==> src/ams_pkg.sv <==
// Constants shared by the analog front end multiplexer sequencer.
// Assumes an 8-bit configuration byte bus and a 3-bit data RAM address.
package ams_pkg;

  // ==========================================================
  // Register map (byte addresses on the configuration port)
  localparam logic [15:0] ADDR_EQUATION_CONFIG   = 16'h2000;
  localparam logic [15:0] ADDR_MUX_DIV_CHOP_CFG  = 16'h2002;
  localparam logic [15:0] ADDR_FILTER_ALT_CONFIG = 16'h2005;
  localparam logic [15:0] ADDR_SEQ_STATUS        = 16'h2008;

  // ==========================================================
  // Field positions
  localparam int EQU_MSB  = 7;
  localparam int EQU_LSB  = 5;
  localparam int DIV_MSB  = 7;
  localparam int DIV_LSB  = 6;
  localparam int CHOP_MSB = 5;
  localparam int CHOP_LSB = 4;
  localparam int FLEN_BIT = 4;
  localparam int ALT_BIT  = 2;

  // Reset values of the configuration bytes
  localparam logic [7:0] EQUATION_RESET  = 8'h00;
  localparam logic [7:0] MUXDIV_RESET    = 8'h40;
  localparam logic [7:0] FILTALT_RESET   = 8'h00;

  // ==========================================================
  // Field encodings
  localparam logic [2:0] EQU_TWO_WIRE   = 3'h0;
  localparam logic [2:0] EQU_THREE_WIRE = 3'h1;
  localparam logic [1:0] DIV_FORBIDDEN  = 2'h0;
  localparam logic [1:0] DIV_FOUR       = 2'h1;
  localparam logic [1:0] DIV_THREE      = 2'h2;
  localparam logic [1:0] DIV_TWO        = 2'h3;
  localparam logic [1:0] CHOP_REGULAR   = 2'h1;
  localparam logic [1:0] CHOP_INVERTED  = 2'h2;

  // Channel codes on the multiplexer select output
  localparam logic [2:0] CHAN_NONE = 3'h0;
  localparam logic [2:0] CHAN_IA   = 3'h1;
  localparam logic [2:0] CHAN_VA   = 3'h2;
  localparam logic [2:0] CHAN_IB   = 3'h3;
  localparam logic [2:0] CHAN_TEMP = 3'h4;

  // Data RAM words for raw samples
  localparam logic [2:0] RAM_IA   = 3'h0;
  localparam logic [2:0] RAM_VA   = 3'h1;
  localparam logic [2:0] RAM_IB   = 3'h2;
  localparam logic [2:0] RAM_TEMP = 3'h6;

  // ==========================================================
  // Timing in low-frequency clock states
  localparam logic [3:0] PASS_F0_D4 = 4'h9;
  localparam logic [3:0] PASS_F0_D3 = 4'h7;
  localparam logic [3:0] PASS_F0_D2 = 4'h5;
  localparam logic [3:0] PASS_F1_D4 = 4'hD;
  localparam logic [3:0] PASS_F1_D3 = 4'hA;
  localparam logic [3:0] PASS_F1_D2 = 4'h7;
  localparam logic [1:0] CONV_F0    = 2'h2;
  localparam logic [1:0] CONV_F1    = 2'h3;
  localparam int         SAMPLE_W   = 22;

  // Sequencer phases
  typedef enum logic [1:0] {PH_SETTLE, PH_CONV, PH_IDLE} ams_phase_e;

endpackage : ams_pkg

==> src/ams_sequencer.sv <==
// Multiplexer sequencer of the analog front end: channel stepping,
// conversion timing, chopper polarity and compute engine pass launch.
// Assumes clk is the 32768 Hz low-frequency clock and that the filter
// result and configuration port come from logic on that same clock.
//
// Our own choice: the strobed register port.
`timescale 1ns/1ns

// Contract
// - Normal cycle: IA, VA, IB, state 3 unused
// - Alternate: TEMP, VA, IB only for 001
// - Equation, divider, alternate request fields govern
// - Divider 01/10/11 give four/three/two states
// - Pass length 9/7/5 or 13/10/7 states
// - Request edge gives one alternate cycle next; an edge in the cycle's last clock gets the cycle after
// - Runs on slow clock, launches code pass
// - Drives filter start and chopper polarity
// - Filter length selects 21 or 22 bits
// - Conversion lasts two or three clocks
// - Sequencer alone starts every conversion
// - Filter result written to channel's word
// - Words IA 0, VA 1, IB 2, TEMP 6
// - Chopper field: regular, inverted or toggling
// - Toggle polarity only at cycle boundary
module ams_sequencer
(
  // Clock and reset
  input  wire logic                         clk,
  input  wire logic                         rst,
  // Configuration port
  input  wire logic [15:0]                  reg_addr,
  input  wire logic [7:0]                   reg_wdata,
  input  wire logic                         reg_wr,
  input  wire logic                         reg_rd,
  output logic      [7:0]                   reg_rdata,
  // Converter and filter
  output logic      [2:0]                   mux_select,
  output logic                              filter_start,
  output logic                              filter_length_select,
  output logic                              chop_polarity_select,
  input  wire logic [ams_pkg::SAMPLE_W-1:0] filter_data,
  // Compute engine
  output logic                              ce_start,
  output logic                              ram_we,
  output logic      [2:0]                   ram_addr,
  output logic      [ams_pkg::SAMPLE_W-1:0] ram_wdata
);

  // ==========================================================
  // State
  typedef struct packed {
    logic [7:0]                   equ_cfg;
    logic [7:0]                   div_cfg;
    logic [7:0]                   alt_cfg;
    logic [7:0]                   rdata;
    logic                         alt_prev;
    logic                         alt_pend;
    logic                         alt_act;
    logic [2:0]                   equ_act;
    logic [1:0]                   div_act;
    logic                         flen_act;
    logic                         chop;
    logic [3:0]                   cnt;
    logic [1:0]                   sub;
    logic [1:0]                   mstate;
    ams_pkg::ams_phase_e          phase;
    logic [2:0]                   sel;
    logic                         fstart;
    logic                         cestart;
    logic                         we;
    logic [2:0]                   waddr;
    logic [ams_pkg::SAMPLE_W-1:0] wdata;
  } ams_state_s;

  ams_state_s s_q;
  ams_state_s s_d;

  // ==========================================================
  // Lookup functions
  function automatic logic [3:0] pass_len(input logic [1:0] div,
                                          input logic       flen);
    unique case (div)
      ams_pkg::DIV_THREE:
        pass_len = flen ? ams_pkg::PASS_F1_D3 : ams_pkg::PASS_F0_D3;
      ams_pkg::DIV_TWO:
        pass_len = flen ? ams_pkg::PASS_F1_D2 : ams_pkg::PASS_F0_D2;
      default:
        pass_len = flen ? ams_pkg::PASS_F1_D4 : ams_pkg::PASS_F0_D4;
    endcase
  endfunction : pass_len

  function automatic logic [1:0] last_state(input logic [1:0] div);
    unique case (div)
      ams_pkg::DIV_THREE: last_state = 2'h2;
      ams_pkg::DIV_TWO:   last_state = 2'h1;
      default:            last_state = 2'h3;
    endcase
  endfunction : last_state

  function automatic logic [2:0] chan_of(input logic       alt,
                                         input logic [2:0] equation_config,
                                         input logic [1:0] st);
    chan_of = ams_pkg::CHAN_NONE;
    if (!alt)
    begin
      unique case (st)
        2'h0:    chan_of = ams_pkg::CHAN_IA;
        2'h1:    chan_of = ams_pkg::CHAN_VA;
        2'h2:    chan_of = ams_pkg::CHAN_IB;
        default: chan_of = ams_pkg::CHAN_NONE;
      endcase
    end
    else
    begin
      unique case (st)
        2'h0:    chan_of = ams_pkg::CHAN_TEMP;
        2'h1:    chan_of = ams_pkg::CHAN_VA;
        2'h2:    chan_of = (equation_config == ams_pkg::EQU_THREE_WIRE) ?
                           ams_pkg::CHAN_IB : ams_pkg::CHAN_NONE;
        default: chan_of = ams_pkg::CHAN_NONE;
      endcase
    end
  endfunction : chan_of

  function automatic logic [2:0] word_of(input logic [2:0] ch);
    unique case (ch)
      ams_pkg::CHAN_VA:   word_of = ams_pkg::RAM_VA;
      ams_pkg::CHAN_IB:   word_of = ams_pkg::RAM_IB;
      ams_pkg::CHAN_TEMP: word_of = ams_pkg::RAM_TEMP;
      default:            word_of = ams_pkg::RAM_IA;
    endcase
  endfunction : word_of

  // ==========================================================
  // Derived terms of the present state
  logic [1:0] conv_last;
  logic       alt_edge;
  logic       at_end;
  assign conv_last = (s_q.flen_act ? ams_pkg::CONV_F1 : ams_pkg::CONV_F0)
                     - 2'h1;
  // a one-cycle pulse still leaves an edge
  assign alt_edge  = s_q.alt_cfg[ams_pkg::ALT_BIT] & ~s_q.alt_prev;
  assign at_end    = s_q.cnt == pass_len(s_q.div_act, s_q.flen_act) - 4'h1;

  // ==========================================================
  // Next state
  always_comb
  begin
    s_d         = s_q;
    s_d.fstart  = 1'b0;
    s_d.cestart = 1'b0;
    s_d.rdata   = 8'h00;
    s_d.alt_prev = s_q.alt_cfg[ams_pkg::ALT_BIT];
    if (reg_wr)
    begin
      unique case (reg_addr)
        ams_pkg::ADDR_EQUATION_CONFIG:   s_d.equ_cfg = reg_wdata;
        ams_pkg::ADDR_MUX_DIV_CHOP_CFG:  s_d.div_cfg = reg_wdata;
        ams_pkg::ADDR_FILTER_ALT_CONFIG: s_d.alt_cfg = reg_wdata;
        default:                         s_d.equ_cfg = s_q.equ_cfg;
      endcase
    end
    // Reads answer one cycle later; unmapped reads give zero
    if (reg_rd)
    begin
      unique case (reg_addr)
        ams_pkg::ADDR_EQUATION_CONFIG:   s_d.rdata = s_q.equ_cfg;
        ams_pkg::ADDR_MUX_DIV_CHOP_CFG:  s_d.rdata = s_q.div_cfg;
        ams_pkg::ADDR_FILTER_ALT_CONFIG: s_d.rdata = s_q.alt_cfg;
        ams_pkg::ADDR_SEQ_STATUS:
          s_d.rdata = {s_q.alt_act, s_q.alt_pend, s_q.chop, s_q.flen_act,
                       s_q.div_act, s_q.mstate};
        default:                         s_d.rdata = 8'h00;
      endcase
    end

    // remember request; a new edge beats the clear
    if (alt_edge)
      s_d.alt_pend = 1'b1;
    // store result; the last state's conversion ends on the boundary
    s_d.we    = s_q.phase == ams_pkg::PH_CONV && s_q.sub == conv_last
                && s_q.sel != ams_pkg::CHAN_NONE;
    s_d.waddr = word_of(s_q.sel);
    s_d.wdata = filter_data;
    if (at_end)
    begin
      // Cycle boundary: settings only take effect here
      s_d.cnt     = 4'h0;
      s_d.phase   = ams_pkg::PH_SETTLE;
      s_d.sel     = ams_pkg::CHAN_NONE;
      s_d.equ_act = s_q.equ_cfg[ams_pkg::EQU_MSB:ams_pkg::EQU_LSB];
      s_d.flen_act = s_q.alt_cfg[ams_pkg::FLEN_BIT];
      // forbidden divider keeps the last valid one
      if (s_q.div_cfg[ams_pkg::DIV_MSB:ams_pkg::DIV_LSB]
          != ams_pkg::DIV_FORBIDDEN)
        s_d.div_act = s_q.div_cfg[ams_pkg::DIV_MSB:ams_pkg::DIV_LSB];
      // exactly one alternate cycle per request
      s_d.alt_act  = s_q.alt_pend;
      s_d.alt_pend = alt_edge;
      unique case (s_q.div_cfg[ams_pkg::CHOP_MSB:ams_pkg::CHOP_LSB])
        ams_pkg::CHOP_REGULAR:  s_d.chop = 1'b0;
        ams_pkg::CHOP_INVERTED: s_d.chop = 1'b1;
        default:                s_d.chop = ~s_q.chop;
      endcase
    end
    else
    begin
      s_d.cnt = s_q.cnt + 4'h1;
      unique case (s_q.phase)
        ams_pkg::PH_SETTLE:
        begin
          s_d.phase  = ams_pkg::PH_CONV;
          s_d.mstate = 2'h0;
          s_d.sub    = 2'h0;
          // code pass starts with mux state 0
          s_d.cestart = 1'b1;
        end
        ams_pkg::PH_CONV:
        begin
          if (s_q.sub == conv_last)
          begin
            s_d.sub   = 2'h0;
            if (s_q.mstate == last_state(s_q.div_act))
              s_d.phase = ams_pkg::PH_IDLE;
            else
              s_d.mstate = s_q.mstate + 2'h1;
          end
          else
            s_d.sub = s_q.sub + 2'h1;
        end
        default:
          s_d.phase = ams_pkg::PH_IDLE;
      endcase
      if (s_d.phase == ams_pkg::PH_CONV)
      begin
        s_d.sel = chan_of(s_q.alt_act, s_q.equ_act, s_d.mstate);
        // one start per state with a channel, spaced by conversion
        s_d.fstart = s_d.sub == 2'h0 && s_d.sel != ams_pkg::CHAN_NONE;
      end
      else
        s_d.sel = ams_pkg::CHAN_NONE;
    end
  end

  // ==========================================================
  // State register
  always_ff @(posedge clk or posedge rst)
  begin
    if (rst)
    begin
      s_q          <= '0;
      s_q.equ_cfg  <= ams_pkg::EQUATION_RESET;
      s_q.div_cfg  <= ams_pkg::MUXDIV_RESET;
      s_q.alt_cfg  <= ams_pkg::FILTALT_RESET;
      s_q.div_act  <= ams_pkg::DIV_FOUR;
      s_q.phase    <= ams_pkg::PH_SETTLE;
    end
    else
      s_q <= s_d;
  end

  // Outputs straight from flip-flops
  assign reg_rdata            = s_q.rdata;
  assign mux_select           = s_q.sel;
  assign filter_start         = s_q.fstart;
  assign chop_polarity_select = s_q.chop;
  assign filter_length_select = s_q.flen_act;
  assign ce_start             = s_q.cestart;
  assign ram_we               = s_q.we;
  assign ram_addr             = s_q.waddr;
  assign ram_wdata            = s_q.wdata;

  // ==========================================================
  // Checks
  logic [3:0] gap_q;
  logic [3:0] len_q;
  always_ff @(posedge clk or posedge rst)
  begin
    if (rst)
    begin
      gap_q <= 4'h0;
      len_q <= 4'h0;
    end
    else
    begin
      gap_q <= ce_start ? 4'h1 : gap_q + 4'h1;
      if (ce_start)
        len_q <= pass_len(s_q.div_act, s_q.flen_act);
    end
  end
endmodule : ams_sequencer

==> config.mk <==
export PLATFORM = sky130hd
export DESIGN_NAME = ams_sequencer
export DESIGN_NICKNAME = d
export VERILOG_FILES = /design/src/ams_pkg.sv /design/src/ams_sequencer.sv
export SDC_FILE = /design/constraint.sdc
export NUM_CORES = 1
export LEC_CHECK = 0
export BUFFER_PORTS_ARGS = -buffer_cell sky130_fd_sc_hd__buf_4
export CORE_ASPECT_RATIO = 1.5
export CORE_MARGIN = 2
export CORE_UTILIZATION = 58
export CTS_CLUSTER_SIZE = 28
export DETAILED_ROUTE_END_ITERATION = 7
export PLACE_DENSITY = 0.87
export SYNTH_ARGS = -nofsm -noshare
export SYNTH_HDL_FRONTEND = slang
export SYNTH_SLANG_ARGS = --single-unit
==> constraint.sdc <==
create_clock -name clk -period 4.8 [get_ports clk]
set_input_delay 0.24 -clock clk [delete_from_list [all_inputs] [get_ports clk]]
set_output_delay 0.24 -clock clk [all_outputs]
set_load 0.01 [all_outputs]
==> results_dict.tcl <==
set metrics [dict create \
    clock-sinks 83 \
    finalSetupViolCount 0 \
    htreeDepth 3 \
    diodes 0 \
    fin_crit_sh_pct 63.2 \
    hold_class "input port to register" \
    nets 454 \
    crit_path_max_fanout 12 \
    antenna_left 0 \
    finalPower_mw 1.82 \
    drtIter0Drc 173 \
    area_growth_pct 20.5 \
    fmax_mhz 330 \
    clk_path_buf_depth 2 \
    fin_skew_ns 0.00901 \
    pre_cts_ws_ns 1.81 \
    path_buf_inv 0 \
    place_area_um2 4240 \
    syn_inst 326 \
    r2r_cells 10 \
    slew_viol_final 0 \
    io-pin-count 91 \
    p_per_area_nw_per_um2 393 \
    viasPerCell 5.61 \
    die_area_um2 7320 \
    drcViolationCount 0 \
    first_global_vias 2783 \
    timing.rr.start "filter_length_select" \
    syn_area_per_cell_um2 11.8 \
    cpMostUsedCell "nor2_1" \
    die_height_um 104 \
    hold_end "s_q[71]" \
    synthArstFlopShare_pct 100 \
    overflow 0 \
    worstPathCellList "and3b_1 -> o21ai_0 -> nor2_1 -> or2_2 -> ha_1 -> nor4_1 -> nor2_1 -> a211o_1 -> a311o_2 -> o21ai_1" \
    rrSetupSlack_ns 1.77 \
    timing.hold.ws_ns 0.131 \
    yosys_warnings 0 \
    syn_nets 381 \
    yosysTopAreaCellShare_pct 52.7 \
    crit_type "register to register" \
    cts_setup_buffers 0 \
    ys.flop_type "dfrtp_1" \
    initial_utilization_pct 59.8 \
    grtUsageTotal_pct 22.3 \
    tns_ns 0 \
    end_kind "register" \
    io_buffers 90 \
    synth-seq-cells 83 \
    path_delay_family "compound AO/OA/AOI/OAI gates" \
    status "complete, no violations" \
    row_count 36 \
    cpMaxStageDelayCell "dfrtp_1" \
    vias 2692 \
    hold_path_depth 3 \
    drive_gt1_share_pct 36.6 \
    cts_resized 0 \
    hpwl_um 5310 \
    r2r_end "filter_start" \
    timing.final.crit_period_ns 3.03 \
    clock-root-buffer "clkbuf_8" \
    synth_seq_area_share_pct 54.0 \
    slew_headroom_pct 10.4 \
    layout_commonest_cell "buf_4" \
    synth_area_leaders "dfrtp_1 53%, mux2_2 7.9%, buf_4 7.2%, nor2_1 2.6%, a22o_1 2.3%" \
    cp.required_ns 5.07 \
    yosysTopAreaCell "dfrtp_1" \
    nFillCells 459 \
    worst_slack_ns 1.77 \
    cts_buffers 9 \
    coreArea_um2 6440 \
    maxCapViolCount 0 \
    clkSlewWorstSetupHoldPaths_ns 0.08 \
    cts_tree "done" \
    vdd_ir_drop_max_mv 0.164 \
    rsz0062_at_grt "no" \
    grt_pass1_wl_um 12800 \
    gp_congestion 0.873 \
    crit_arrival_ns 3.30 \
    p_leak_nw 2.24 \
    drtPass1Iterations 7 \
    tightest_slew_ns 1.33 \
    antenna_found_initial 0 \
    die_w_um 70.5 \
    insertion_delay_ns 0.35 \
    hold_viol_final 0 \
    cts_hold_buf 22 \
    wl_per_cell_um 16.1 \
    synth_cell_types 61 \
    hold_path.startpoint "reg_wdata[4]" \
    wl_um 7730 \
    final_area_um2 4640 \
    slowest_delay_ns 0.52 \
    synth_area_um2 3850 \
    cp-start-kind "register" \
    mostFrequentLayoutCells "92 x buf_4, 81 x dfrtp_1, 27 x nor2_1, 27 x mux2_2, 22 x dlygate4sd3_1" \
    synth-edff-count 0 \
    grt_max_degree 84 \
]
[flip-flops by register name, indices dropped and copies added (netlist names)]
signal / cells
ram_wdata: 22
chop_polarity_select: 1
filter_start: 1
s_d: 1
ce_start: 1
mux_select: 3
filter_length_select: 1
reg_rdata: 8
ram_addr: 3
ram_we: 1
s_q: 41
[how the worst max path moves through the flow]
stage                               from            to  slack [ns]  depth (start not counted)
detailed placement  filter_length_select  filter_start        1.81                         10
global route        filter_length_select  filter_start        1.41                         11
finish              filter_length_select  filter_start        1.77                         10
floorplan           filter_length_select  filter_start        2.13                         12
CTS                 filter_length_select  filter_start        1.77                         10
global placement    filter_length_select  filter_start        1.83                         11
[worst reg2reg max path, delay by kind of cell, from the launching register on]
kind / cells / cell delay (ns)
simple gates: 5 / 1.12
compound gates: 4 / 1.12
flops: 1 / 0.52
fa+ha+maj: 1 / 0.20
[power breakdown]
part           switching [mW]  internal, mW  leakage, nW
Combinational           0.265         0.247         1.08
Sequential             0.0891         0.775         1.07
Clock                   0.231         0.216       0.0867
[kinds of logic (layout without fill, tap and decap cells)]
group | count (synthesis) | in the layout | share of synthesized area [%]
AO/OA/AOI/OAI | 54 | 54 | 11.0
XOR/XNOR | 5 | 5 | 1.14
adder cells (fa/ha/maj) | 5 | 5 | 1.63
buffers and inverters | 65 | 143 | 11.5
flip-flops | 83 | 83 | 54.0
multiplexers | 28 | 28 | 8.16
AND/OR/NAND/NOR | 86 | 86 | 12.5
[cell type report]
| type | instances | area (um^2) | share of cell area, % |
|---|---|---|---|
| Sequential cell | 83 | 2080 | 44.8 |
| Multi-Input combinational cell | 178 | 1330 | 28.6 |
| Timing Repair Buffer | 114 | 911 | 19.6 |
| Clock buffer | 14 | 163 | 3.51 |
| Tap cell | 76 | 95.1 | 2.05 |
| Inverter | 13 | 50.0 | 1.08 |
| Clock inverter | 2 | 12.5 | 0.270 |
[metrics by stage]
stage / std cells / util, %
floorplan: 326 / -
global placement: 442 / 65.9
detailed placement: 442 / 65.9
CTS: 480 / 72.0
global route: 480 / 72.0
finish: 480 / 72.0
[per-layer routing]
layer / global-route usage (%) / routed length (um)
met2: 39.0 / 4200
met1: 25.7 / 2860
met4: 10.4 / 206
met5: 0 / 0
met3: 4.67 / 462
[Yosys cell counts, types with 4 or more instances]
cell and n:
buf_2 5, dfrtp_1 81, buf_4 37, inv_1 13, a21oi_1 4, a222oi_1 8, nor2_1 27, nor3b_1 4
a31oi_1 4, ha_1 5, nor3_1 4, o21ai_0 12, nand2_1 18, mux2_2 27, a22o_1 10
Note: power is estimated with default switching activity, not from simulation.
